<file path="src/smr_pkg.sv">
package smr_pkg;

	// ------------------------------------------------------------
	// Clock and timing
	// ------------------------------------------------------------
	localparam int CLK_HZ      = 25_000_000;
	localparam int HZ_PER_KHZ  = 1000;
	// Watchdog periods in ms, one per select code
	localparam int WDOG_T0_MS  = 50;
	localparam int WDOG_T1_MS  = 100;
	localparam int WDOG_T2_MS  = 500;
	localparam int WDOG_T3_MS  = 1000;
	localparam int WDOG_T4_MS  = 2000;
	localparam int WDOG_T5_MS  = 3000;
	localparam int WDOG_T6_MS  = 4000;
	localparam int WDOG_T7_MS  = 5000;
	localparam logic [12:0] WD_MS_ONE = 13'h0001;

	// ------------------------------------------------------------
	// Register offsets
	// ------------------------------------------------------------
	localparam logic [6:0] ADDR_CTRL = 7'h02;
	localparam logic [6:0] ADDR_SRST = 7'h07;
	localparam logic [6:0] ADDR_STAT = 7'h20;
	localparam logic [6:0] ADDR_MASK = 7'h21;
	localparam logic [6:0] ADDR_MCTL = 7'h22;
	localparam logic [6:0] ADDR_TXQ  = 7'h23;
	localparam logic [6:0] ADDR_RXQ  = 7'h24;
	localparam logic [6:0] ADDR_QTHR = 7'h25;
	localparam logic [6:0] ADDR_BABL = 7'h27;

	// ------------------------------------------------------------
	// Reset values and field masks
	// ------------------------------------------------------------
	localparam logic [15:0] CTRL_RST     = 16'h8042;
	localparam logic [15:0] CTRL_WR_MASK = 16'hf05f;
	localparam logic [15:0] SRST_READ    = 16'h0000;
	localparam logic [15:0] SRST_CMD     = 16'h0001;
	localparam logic [15:0] STAT_RST     = 16'h0000;
	localparam logic [15:0] MASK_RST     = 16'h0024;
	localparam logic [15:0] MASK_WR_MASK = 16'h7fff;
	localparam logic [15:0] MCTL_RST     = 16'h0048;
	localparam logic [15:0] QTHR_RST     = 16'h0000;
	localparam logic [15:0] BABL_RST     = 16'h0000;
	localparam logic [15:0] STICKY_MASK  = 16'h9f00;
	localparam logic [15:0] LIVE_MASK    = 16'h60ff;
	localparam logic [15:0] STAT_RST_EVT = 16'h8000;
	localparam logic [15:0] STAT_WDT_EVT = 16'h0200;
	localparam logic [15:0] STAT_CRC_EVT = 16'h0100;
	localparam logic [15:0] RD_NONE      = 16'h0000;

	// ------------------------------------------------------------
	// Serial frame
	// ------------------------------------------------------------
	localparam logic [5:0]  LEN_PLAIN    = 6'h18;
	localparam logic [5:0]  LEN_CRC      = 6'h20;
	localparam logic [5:0]  LEN_MAX      = 6'h3f;
	localparam logic [7:0]  CRC_POLY     = 8'h07;
	localparam logic [7:0]  CRC_INIT     = 8'h00;
	localparam logic [31:0] BAD_CRC_RESP = 32'h80000000;
	localparam logic [2:0]  PINS_IDLE    = 3'h2;
	localparam logic        IRQ_IDLE     = 1'h1;

	typedef struct packed {
		logic [2:0] wd_sel;
		logic       wd_en;
		logic [4:0] rsv_hi;
		logic       ref_pwr;
		logic       rsv_lo;
		logic       crc_en;
		logic       sense;
		logic       style;
		logic       float_sel;
		logic       echo_sel;
	} smr_ctrl_t;

	typedef struct packed {
		logic       rd;
		logic [6:0] addr;
		logic [15:0] data;
	} smr_frame_t;

	typedef struct packed {
		logic sclk;
		logic cs_n;
		logic sdi;
	} smr_pins_t;

	function automatic logic [12:0] wdog_ms(input logic [2:0] sel);
		case (sel)
			3'h0:    return 13'(WDOG_T0_MS);
			3'h1:    return 13'(WDOG_T1_MS);
			3'h2:    return 13'(WDOG_T2_MS);
			3'h3:    return 13'(WDOG_T3_MS);
			3'h4:    return 13'(WDOG_T4_MS);
			3'h5:    return 13'(WDOG_T5_MS);
			3'h6:    return 13'(WDOG_T6_MS);
			default: return 13'(WDOG_T7_MS);
		endcase
	endfunction

	function automatic logic [7:0] crc8(input logic [23:0] d);
		logic [7:0] c;
		c = CRC_INIT;
		for (int i = 23; i >= 0; i--) begin
			if (c[7] ^ d[i]) begin
				c = {c[6:0], 1'b0} ^ CRC_POLY;
			end else begin
				c = {c[6:0], 1'b0};
			end
		end
		return c;
	endfunction

endpackage

</file>
<file path="src/smr_regs.sv">
// How it works
// RULE1 - Style bit 2 picks latched level or pulse interrupt pin behaviour.
// RULE2 - Sense bit 3 sets pin active polarity in both modes, reset 0.
// RULE3 - Mask bit 0 lets event reach pin; mask bit 1 blocks it.
// RULE4 - Level mode latches unmasked event until host reads event flags.
// RULE5 - Pulse mode emits one pulse per new unmasked event, never holds.
// RULE6 - Host must not write offsets outside the map.
// RULE7 - Offsets 2h, 7h, 20h to 25h and 27h decode to registers.
// RULE8 - Control resets to 8042h; bits 11 to 7 and 5 read zero.
// RULE9 - Watchdog runs only when bit 12 set; bits 15-13 pick timeout.
// RULE10 - Control bit 6 drives reference power control, reset 1.
// RULE11 - Frame check byte appended and checked only when bit 4 set.
// RULE12 - Float select 1 leaves serial output floating during writes.
// RULE13 - Writing 0001h to software reset restores defaults, flushes queues.
// RULE14 - Event flags stick until written one; live bits follow conditions.
// RULE15 - Interrupt block register resets to 0024h.
// RULE16 - Pulse lasts one clock at active level; sense 0 is low.
// RULE17 - Style 0 is pulse mode, 1 is latched level mode.
`timescale 1ns/100ps
module smr_regs #(
	parameter int CYC_PER_MS = smr_pkg::CLK_HZ / smr_pkg::HZ_PER_KHZ
) (
	input  wire logic        clk,
	input  wire logic        rst,
	input  wire logic        sclk,
	input  wire logic        cs_n,
	input  wire logic        sdi,
	output logic             serial_data_output,
	output logic             sdo_oe_n,
	output logic             irq,
	input  wire logic [15:0] event_set,
	input  wire logic [15:0] live_status,
	input  wire logic [15:0] rx_data,
	output logic             rx_pop,
	output logic             tx_push,
	output logic      [15:0] tx_data,
	output logic             fifo_flush,
	output logic             reference_power_control,
	output logic      [15:0] modem_ctrl,
	output logic      [15:0] queue_thr,
	output logic      [15:0] babble_lim
);

	// ------------------------------------------------------------
	// Pin sampling
	// ------------------------------------------------------------
	smr_pkg::smr_pins_t pins_in;
	smr_pkg::smr_pins_t pins_s;
	smr_pkg::smr_pins_t pins_d;

	assign pins_in = '{sclk: sclk, cs_n: cs_n, sdi: sdi};

	smr_sync #(
		.WIDTH   (3),
		.RST_VAL (smr_pkg::PINS_IDLE)
	) u_sync (
		.clk      (clk),
		.rst      (rst),
		.async_in (pins_in),
		.sync_out (pins_s)
	);

	always_ff @(posedge clk) begin
		if (rst) begin
			pins_d <= smr_pkg::PINS_IDLE;
		end else begin
			pins_d <= pins_s;
		end
	end

	logic cs_fall;
	logic cs_rise;
	logic sclk_rise;
	logic sclk_fall;

	assign cs_fall   = pins_d.cs_n & ~pins_s.cs_n;
	assign cs_rise   = ~pins_d.cs_n & pins_s.cs_n;
	assign sclk_rise = ~pins_s.cs_n & ~pins_d.sclk & pins_s.sclk;
	assign sclk_fall = ~pins_s.cs_n & pins_d.sclk & ~pins_s.sclk;

	// ------------------------------------------------------------
	// Frame capture
	// ------------------------------------------------------------
	logic [31:0] sh_r;
	logic [5:0]  cnt_r;
	logic        seen_fall_r;

	always_ff @(posedge clk) begin
		if (rst) begin
			sh_r        <= '0;
			cnt_r       <= '0;
			seen_fall_r <= 1'b0;
		end else if (cs_fall) begin
			cnt_r       <= '0;
			seen_fall_r <= 1'b0;
		end else if (sclk_fall) begin
			sh_r        <= {sh_r[30:0], pins_s.sdi};
			seen_fall_r <= 1'b1;
			if (cnt_r != smr_pkg::LEN_MAX) begin
				cnt_r <= cnt_r + 6'h01;
			end
		end
	end

	smr_pkg::smr_ctrl_t  ctrl_r;
	smr_pkg::smr_frame_t frame_w;
	logic [7:0]          crc_rx_w;
	logic                crc_ok;
	logic                done;
	logic                crc_err;
	logic                wr_en;
	logic                rd_en;

	// Frame is right justified: last 24 or 32 bits count
	// RULE11 - check frame byte
	assign frame_w  = ctrl_r.crc_en ? sh_r[31:8] : sh_r[23:0];
	assign crc_rx_w = sh_r[7:0];
	assign crc_ok   = ~ctrl_r.crc_en | (smr_pkg::crc8(frame_w) == crc_rx_w);
	assign done     = cs_rise &
		(cnt_r >= (ctrl_r.crc_en ? smr_pkg::LEN_CRC : smr_pkg::LEN_PLAIN));
	assign crc_err  = done & ~crc_ok;
	assign wr_en    = done & crc_ok & ~frame_w.rd;
	assign rd_en    = done & crc_ok & frame_w.rd;

	// ------------------------------------------------------------
	// Address decode
	// ------------------------------------------------------------
	logic soft_rst;
	logic stat_rd;
	logic wr_ctrl;
	logic wr_stat;
	logic wr_mask;
	logic wr_mctl;
	logic wr_txq;
	logic wr_qthr;
	logic wr_babl;

	// RULE7 - offset decode
	// RULE6 - unlisted offsets ignored
	assign wr_ctrl  = wr_en & (frame_w.addr == smr_pkg::ADDR_CTRL);
	assign wr_stat  = wr_en & (frame_w.addr == smr_pkg::ADDR_STAT);
	assign wr_mask  = wr_en & (frame_w.addr == smr_pkg::ADDR_MASK);
	assign wr_mctl  = wr_en & (frame_w.addr == smr_pkg::ADDR_MCTL);
	assign wr_txq   = wr_en & (frame_w.addr == smr_pkg::ADDR_TXQ);
	assign wr_qthr  = wr_en & (frame_w.addr == smr_pkg::ADDR_QTHR);
	assign wr_babl  = wr_en & (frame_w.addr == smr_pkg::ADDR_BABL);
	assign stat_rd  = rd_en & (frame_w.addr == smr_pkg::ADDR_STAT);
	// RULE13 - software reset command
	assign soft_rst = wr_en & (frame_w.addr == smr_pkg::ADDR_SRST) &
		(frame_w.data == smr_pkg::SRST_CMD);

	// ------------------------------------------------------------
	// Configuration registers
	// ------------------------------------------------------------
	logic [15:0] mask_r;

	// RULE8 - control reset and reserved bits
	// RULE13 - defaults on software reset
	always_ff @(posedge clk) begin
		if (rst || soft_rst) begin
			ctrl_r     <= smr_pkg::CTRL_RST;
			mask_r     <= smr_pkg::MASK_RST;
			modem_ctrl <= smr_pkg::MCTL_RST;
			queue_thr  <= smr_pkg::QTHR_RST;
			babble_lim <= smr_pkg::BABL_RST;
		end else begin
			if (wr_ctrl) begin
				ctrl_r <= frame_w.data & smr_pkg::CTRL_WR_MASK;
			end
			// RULE15 - mask storage
			if (wr_mask) begin
				mask_r <= frame_w.data & smr_pkg::MASK_WR_MASK;
			end
			if (wr_mctl) begin
				modem_ctrl <= frame_w.data;
			end
			if (wr_qthr) begin
				queue_thr <= frame_w.data;
			end
			if (wr_babl) begin
				babble_lim <= frame_w.data;
			end
		end
	end

	// RULE10 - reference power control
	assign reference_power_control = ctrl_r.ref_pwr;

	// ------------------------------------------------------------
	// Queue strobes
	// ------------------------------------------------------------
	always_ff @(posedge clk) begin
		if (rst) begin
			tx_push    <= 1'b0;
			tx_data    <= '0;
			rx_pop     <= 1'b0;
			fifo_flush <= 1'b0;
		end else begin
			tx_push    <= wr_txq;
			rx_pop     <= rd_en & (frame_w.addr == smr_pkg::ADDR_RXQ);
			fifo_flush <= soft_rst;
			if (wr_txq) begin
				tx_data <= frame_w.data;
			end
		end
	end

	// ------------------------------------------------------------
	// Watchdog
	// ------------------------------------------------------------
	logic [31:0] div_r;
	logic        ms_tick;
	logic [12:0] wd_ms_r;
	logic [12:0] wd_lim;
	logic        wdt_hit_r;

	assign ms_tick = div_r == 32'(CYC_PER_MS - 1);
	assign wd_lim  = smr_pkg::wdog_ms(ctrl_r.wd_sel);

	always_ff @(posedge clk) begin
		if (rst || ms_tick) begin
			div_r <= '0;
		end else begin
			div_r <= div_r + 32'h1;
		end
	end

	// RULE9 - watchdog enable and period
	always_ff @(posedge clk) begin
		if (rst || !ctrl_r.wd_en || (done && crc_ok)) begin
			wd_ms_r   <= '0;
			wdt_hit_r <= 1'b0;
		end else if (ms_tick) begin
			if (wd_ms_r >= wd_lim - smr_pkg::WD_MS_ONE) begin
				wd_ms_r   <= '0;
				wdt_hit_r <= 1'b1;
			end else begin
				wd_ms_r   <= wd_ms_r + smr_pkg::WD_MS_ONE;
				wdt_hit_r <= 1'b0;
			end
		end else begin
			wdt_hit_r <= 1'b0;
		end
	end

	// ------------------------------------------------------------
	// Event flags
	// ------------------------------------------------------------
	logic [15:0] stat_r;
	logic [15:0] set_w;
	logic [15:0] clr_w;
	logic [15:0] live_d_r;
	logic [15:0] stat_view;

	assign set_w = (event_set & smr_pkg::STICKY_MASK) |
		(wdt_hit_r ? smr_pkg::STAT_WDT_EVT : smr_pkg::RD_NONE) |
		(crc_err ? smr_pkg::STAT_CRC_EVT : smr_pkg::RD_NONE) |
		(soft_rst ? smr_pkg::STAT_RST_EVT : smr_pkg::RD_NONE);
	assign clr_w = wr_stat ? (frame_w.data & smr_pkg::STICKY_MASK) : smr_pkg::RD_NONE;
	assign stat_view = stat_r | (live_status & smr_pkg::LIVE_MASK);

	// RULE14 - sticky flags, set wins over clear
	always_ff @(posedge clk) begin
		if (rst) begin
			stat_r   <= smr_pkg::STAT_RST;
			live_d_r <= '0;
		end else begin
			stat_r   <= ((stat_r & ~clr_w) | set_w) & smr_pkg::STICKY_MASK;
			live_d_r <= live_status & smr_pkg::LIVE_MASK;
		end
	end

	// ------------------------------------------------------------
	// Interrupt pin
	// ------------------------------------------------------------
	logic [15:0] new_evt;
	logic        unmasked;
	logic        pend_r;
	logic        pulse_r;
	logic        act_w;
	logic        irq_r;

	// RULE3 - mask gating
	assign new_evt  = set_w | (live_status & smr_pkg::LIVE_MASK & ~live_d_r);
	assign unmasked = |(new_evt & ~mask_r);

	// RULE4 - latch until flags read
	always_ff @(posedge clk) begin
		if (rst) begin
			pend_r <= 1'b0;
		end else if (unmasked) begin
			pend_r <= 1'b1;
		end else if (stat_rd || soft_rst) begin
			pend_r <= 1'b0;
		end
	end

	// RULE5 - one pulse per event
	// RULE16 - single clock pulse
	always_ff @(posedge clk) begin
		if (rst) begin
			pulse_r <= 1'b0;
		end else begin
			pulse_r <= unmasked & ~pulse_r;
		end
	end

	// RULE1 - mode select
	// RULE17 - style 1 is level
	assign act_w = ctrl_r.style ? pend_r : pulse_r;

	// RULE2 - pin polarity
	always_ff @(posedge clk) begin
		if (rst) begin
			irq_r <= smr_pkg::IRQ_IDLE;
		end else begin
			irq_r <= ctrl_r.sense ? act_w : ~act_w;
		end
	end

	assign irq = irq_r;

	// ------------------------------------------------------------
	// Read data and response
	// ------------------------------------------------------------
	logic [15:0] rd_data;
	logic [31:0] resp_r;
	logic [31:0] out_sh_r;
	logic        oe_n_r;

	always_comb begin
		unique case (frame_w.addr)
			smr_pkg::ADDR_CTRL: rd_data = ctrl_r;
			smr_pkg::ADDR_SRST: rd_data = smr_pkg::SRST_READ;
			smr_pkg::ADDR_STAT: rd_data = stat_view;
			smr_pkg::ADDR_MASK: rd_data = mask_r;
			smr_pkg::ADDR_MCTL: rd_data = modem_ctrl;
			smr_pkg::ADDR_RXQ:  rd_data = rx_data;
			smr_pkg::ADDR_QTHR: rd_data = queue_thr;
			smr_pkg::ADDR_BABL: rd_data = babble_lim;
			default:            rd_data = smr_pkg::RD_NONE;
		endcase
	end

	// Bad read answers fixed word; bad write leaves echo unchanged
	always_ff @(posedge clk) begin
		if (rst) begin
			resp_r <= '0;
		end else if (crc_err && frame_w.rd) begin
			resp_r <= smr_pkg::BAD_CRC_RESP;
		end else if (rd_en) begin
			resp_r <= {frame_w.rd, frame_w.addr, rd_data,
				smr_pkg::crc8({frame_w.rd, frame_w.addr, rd_data})};
		end else if (wr_en) begin
			resp_r <= {frame_w, crc_rx_w};
		end
	end

	// Shift only after a falling edge so both clock modes align
	always_ff @(posedge clk) begin
		if (rst) begin
			out_sh_r <= '0;
		end else if (cs_fall) begin
			out_sh_r <= resp_r;
		end else if (sclk_rise && seen_fall_r) begin
			out_sh_r <= {out_sh_r[30:0], 1'b0};
		end
	end

	// RULE12 - float during writes
	always_ff @(posedge clk) begin
		if (rst || pins_s.cs_n) begin
			oe_n_r <= 1'b1;
		end else if (cs_fall) begin
			oe_n_r <= 1'b0;
		end else if (sclk_fall && !seen_fall_r && ctrl_r.float_sel && !pins_s.sdi) begin
			oe_n_r <= 1'b1;
		end
	end

	assign serial_data_output      = out_sh_r[31];
	assign sdo_oe_n = oe_n_r;

	// ------------------------------------------------------------
	// Checks
	// ------------------------------------------------------------
	a_mask_gate: assert property (@(posedge clk) disable iff (rst) // RULE3
		(!pend_r && !unmasked) |=> !pend_r)
		else $error("pending set without unmasked event");

	a_level_latch: assert property (@(posedge clk) disable iff (rst) // RULE4
		(unmasked && ctrl_r.style && !wr_ctrl) |=> ##1 (irq == ctrl_r.sense))
		else $error("level interrupt not asserted");

	a_pulse_width: assert property (@(posedge clk) disable iff (rst) // RULE16
		pulse_r |=> !pulse_r)
		else $error("pulse longer than one cycle");

	a_edge_release: assert property (@(posedge clk) disable iff (rst) // RULE5
		(!ctrl_r.style && !pulse_r && $stable(ctrl_r)) |=> (irq == !$past(ctrl_r.sense)))
		else $error("edge mode pin held active");

	a_ctrl_reset: assert property (@(posedge clk) disable iff (rst) // RULE8
		$past(rst) |-> (ctrl_r == smr_pkg::CTRL_RST && mask_r == smr_pkg::MASK_RST))
		else $error("control or mask reset value wrong");

	a_ctrl_rsvd: assert property (@(posedge clk) disable iff (rst) // RULE8
		(ctrl_r & ~smr_pkg::CTRL_WR_MASK) == smr_pkg::RD_NONE)
		else $error("reserved control bits set");

	a_soft_reset: assert property (@(posedge clk) disable iff (rst) // RULE13
		soft_rst |=> (ctrl_r == smr_pkg::CTRL_RST && modem_ctrl == smr_pkg::MCTL_RST
			&& fifo_flush))
		else $error("software reset incomplete");

	a_sticky_hold: assert property (@(posedge clk) disable iff (rst) // RULE14
		1'b1 |=> ((stat_r & $past(stat_r & ~clr_w)) == $past(stat_r & ~clr_w)))
		else $error("sticky flag lost");

	a_wdog_off: assert property (@(posedge clk) disable iff (rst) // RULE9
		!ctrl_r.wd_en |=> !wdt_hit_r)
		else $error("watchdog fired while disabled");

	a_crc_block: assert property (@(posedge clk) disable iff (rst) // RULE11
		(done && ctrl_r.crc_en && !crc_ok) |-> !wr_en && !rd_en)
		else $error("bad check byte frame accepted");

	a_sdo_float: assert property (@(posedge clk) disable iff (rst) // RULE12
		(sclk_fall && !seen_fall_r && ctrl_r.float_sel && !pins_s.sdi) |=> sdo_oe_n)
		else $error("serial out driven during write");

endmodule

</file>
<file path="src/smr_sync.sv">
`timescale 1ns/100ps
module smr_sync #(
	parameter int               WIDTH   = 1,
	parameter logic [WIDTH-1:0] RST_VAL = '0
) (
	input  wire logic             clk,
	input  wire logic             rst,
	input  wire logic [WIDTH-1:0] async_in,
	output logic      [WIDTH-1:0] sync_out
);

	logic [WIDTH-1:0] meta_r;

	// ------------------------------------------------------------
	// Two-stage synchroniser
	// ------------------------------------------------------------
	always_ff @(posedge clk) begin
		if (rst) begin
			meta_r   <= RST_VAL;
			sync_out <= RST_VAL;
		end else begin
			meta_r   <= async_in;
			sync_out <= meta_r;
		end
	end

endmodule

</file>
<file path="config.mk">
export PLATFORM = sky130hd
export DESIGN_NAME = smr_regs
export DESIGN_NICKNAME = d
export VERILOG_FILES = /design/src/smr_pkg.sv /design/src/smr_regs.sv /design/src/smr_sync.sv
export SDC_FILE = /design/constraint.sdc
export NUM_CORES = 1
export LEC_CHECK = 0
export BUFFER_PORTS_ARGS = -buffer_cell sky130_fd_sc_hd__buf_2
export CAP_MARGIN = 5
export CORE_ASPECT_RATIO = 1.4
export CORE_MARGIN = 5
export CORE_UTILIZATION = 50
export CTS_BUF_LIST = sky130_fd_sc_hd__clkbuf_2 sky130_fd_sc_hd__clkbuf_4 sky130_fd_sc_hd__clkbuf_8
export CTS_CLUSTER_DIAMETER = 150
export DETAILED_ROUTE_END_ITERATION = 8
export PLACE_DENSITY = 0.76
export SLEW_MARGIN = 20
export SYNTH_ARGS = -nofsm -noshare
export SYNTH_HDL_FRONTEND = slang
export SYNTH_SLANG_ARGS = --single-unit
</file>
<file path="constraint.sdc">
create_clock -name clk -period 7.15 [get_ports clk]
set_clock_uncertainty 0.1 [all_clocks]
set_input_delay 0 -clock clk [delete_from_list [all_inputs] [get_ports clk]]
set_output_delay 0 -clock clk [all_outputs]
set_load 0.005 [all_outputs]
</file>
==> metrics <==
CP Launch Type flop; worst ir drop on vdd ~0.00016 V; Critical Path Max Stage Delay between 0.8 and 0.9 ns; hold wc startpoint cs_n; Final Util 56.7%; YS warnings 0; Clock H-tree levels 2; share of cells above drive strength 1 between 10% and 20%; share of total power in the clock network between 40% and 50%; Synth Register Bits roughly 270; Gate power share 3.4%; ANT nets after route 0; Lkg Pwr 6.08 nW; first-pass GRT wire length 74.3 mm; Worst path top cell family by delay compound AO/OA/AOI/OAI gates; Critical Path Start ctrl_r[4]$_SDFFE_PP0P_; Mapped Avg Cell Area 8.70 µm²; FILL cells about 2,600; Initial Utilization between 50% and 60%; CTS buffer count 44; vias in the first global route ~13,000; setup TNS 0 ns; crit path kind flop to flop; outcome completed; Max Cap Viol 0; largest net degree at the start of global routing between 70 and 80; Multi-input gate area about 8600 µm²; GP Congestion slightly above 1; clock period minus worst slack 6.04 ns; Pwr per Cell Area 185 nW/µm²; Post-Route WL 48.7 mm; CTS tree done; synthesis-to-layout area growth 12.3%; die height approximately 210 µm; most numerous cell on the critical path xnor2_1; post-detailed-route wirelength per cell roughly 23 µm; number of synthesized flops with an enable pin 0; Cell Int Power about 0.0023 W; Critical-path top delay cell dfxtp_2; CTS resizes 0; mapped cell area 14,700 µm²; Post-Syn Instances about 1,700; Non-Filler Instances between 2,000 and 2,500; sequential cell area ~5400 µm²; Yosys cell types 83; cell count of the worst reg-to-reg path 14; Hold Crit Class input port to flop; sequential cell area fraction in the yosys report between 30% and 40%; total number of vias around 14,000; Worst-Margin Slew 1.11 ns; CTS sink count between 200 and 300; Clk Tree Root Cell clkbuf_8; Critical Path AT approximately 6.5 ns; final-report setup violation count 0; CP max FO 31; DRT Pass-1 Iters 6; clk_lat worst skew roughly 0.6 ns; Sw Share between 20% and 30%; Flop pwr share 50.1%; GRT Total Usage roughly 28%; IO Port Bufs 107; WP data required ~7.6 ns; Total Nets Final 1,813; Pins Over Slew Limit 0; final period utilization a little over four fifths; hold slack roughly 0.052 ns; drt drc 0; Crit Reg-Reg Startpoint ctrl_r[4]$_SDFFE_PP0P_; Post-DP HPWL ~33 mm; core box area roughly 29,000 µm²; Bufs on Longest Clock Path 3; Die ar. around 33,000 µm²; dpl cells 2,042; total chip power 0.00305 W; # rows 74; I/O pin cnt ~120; initial antenna violation count 1; top_reg_cell synth dfxtp_1; Switching Power about 0.0007 W; Peak Freq roughly 170 MHz; async set-reset flop share out of synthesis 0%; RSZ-0062 raised after global routing no; Die Wd between 150 and 200 µm; CP Buf/Inv Count 2; Setup crit end kind flop; vias per inst about 6.5; relative slew slack 23.9%; post-synthesis net count 1,768; crit-path cells mux2i_1, ha_1, xnor3_1, xnor2_1, mux2i_2, xnor3_2, xnor2_1, nor3_1, a31oi_1, o31a_2, nor2_1, buf_4, a311oi_1, dlygate4sd3_1; grt total ovfl 0; WP depth 14; 1st-iter DRT viols ~1,400; hold path cells 3; Fin. Hold Viols 0; clk slew on worst S/H paths ~0.060 ns
[worst min-delay path, delay by kind of cell]
kind | cells | cell delay (ns)
simple gates | 1 | 0.08
buf+inv | 2 | 0.61
[worst paths after layout]
kind | endpoint | slack, ns
worst min-delay path | u_sync.meta_r[1]$_SDFF_PP1_ | 0.05
worst max-delay path | stat_r[10]$_SDFF_PP0_ | 1.11
worst min register to register | u_sync.sync_out[1]$_SDFF_PP1_ | 0.32
worst max register to register | stat_r[10]$_SDFF_PP0_ | 1.11
[power by group through the flow]
stage	clock, W	sequential, W	combinational [W]
5_1_grt	0.00151	0.00153	0.000112
3_5_place_dp	0	0.00156	0.0000891
6_report	0.00142	0.00153	0.000104
4_1_cts	0.00144	0.00153	0.000100
3_3_place_gp	0	0.00156	0.0000871
2_1_floorplan	0	0.00156	0.0000609
[final cells by class]
| class | instances | share of cell area [%] |
|---|---|---|
| antenna | 1 | 0.0151 |
| clock buffer | 65 | 5.00 |
| clock inverter | 11 | 0.591 |
| inverter | 18 | 0.409 |
| multi-input combinational | 1244 | 52.2 |
| sequential | 269 | 32.6 |
| tap | 380 | 2.88 |
| timing repair buffer | 159 | 6.32 |
[layout by cell type, fill, tap and decap left out, drive strengths merged, types with 11 or more instances in the layout]
cell	instances
a211oi	60
a21oi	88
a311oi	22
a31oi	96
and3	11
buf	133
clkbuf	66
dfxtp	269
dlygate4sd3	25
ha	24
inv	18
mux2	25
mux2i	62
nand2	143
nand3	38
nand4	24
nor2	122
nor2b	17
nor3	72
nor4	91
o2111ai	13
o21ai	44
xnor2	75
xnor3	21
xor2	58
[state kept, by name, summed over array words and instances (netlist names), 6 cells and up]
signal and count:
tx_data 16, babble_lim 16, live_d_r 10, wd_ms_r 13, mask_r 15, sh_r 32, cnt_r 6, div_r 32
resp_r 32, stat_r 6, ctrl_r 9, queue_thr 16, modem_ctrl 16, out_sh_r 32
[cells by family after synthesis]
group / after synthesis / synth area share, %
muxes: 87 / 6.32
adders and majority gates: 24 / 2.04
DFF: 269 / 36.6
buffers and inverters: 178 / 5.09
and+or+nand+nor: 565 / 19.0
xor gates and xnor gates: 158 / 11.8
AOI/OAI and AO/OA: 410 / 19.1
[stage by stage]
step	worst slack (ns)	cell area (µm²)
2_1_floorplan	2.06	14700
3_3_place_gp	1.61	15300
3_5_place_dp	1.46	15300
4_1_cts	1.24	16500
5_1_grt	0.907	16500
6_report	1.11	16500
[what timing repair did]
item / CTS / global route
buffers inserted: 0 / 0
hold endpoints to repair: 50 / 0
hold buffers: 25 / 0
[cell usage after synthesis, types with 17 or more instances]
library cell    n  area share (%)
nor2b_1        17            0.72
a311oi_1       22             1.3
mux2i_1        58             3.9
a21oi_1        88             3.0
ha_1           24             2.0
clkbuf_1      106             2.7
a31oi_1        96             4.1
nand3_1        38             1.3
xnor3_1        20             3.1
nand2_1       143             3.6
xor2_1         58             3.5
o21ai_0        38             1.3
nor2_1        120             3.1
mux2_2         18             1.4
dfxtp_1       269              37
a211oi_1       58             3.0
xnor2_1        74             4.4
nor4_1         90             3.8
nor3_1         72             2.4
nand4_1        24             1.0
buf_2          40             1.4
[layer usage]
layer	vias up	part of all wire [%]	wire [µm]	GRT usage [%]
met2	768	46	22400	44.8
met4	0	7.7	3740	18.8
li1	6347	-	-	-
met3	247	8.8	4310	5.94
met1	6638	37	18300	34.7
met5	-	0	0	0
Note: power is estimated with default switching activity, not from simulation.
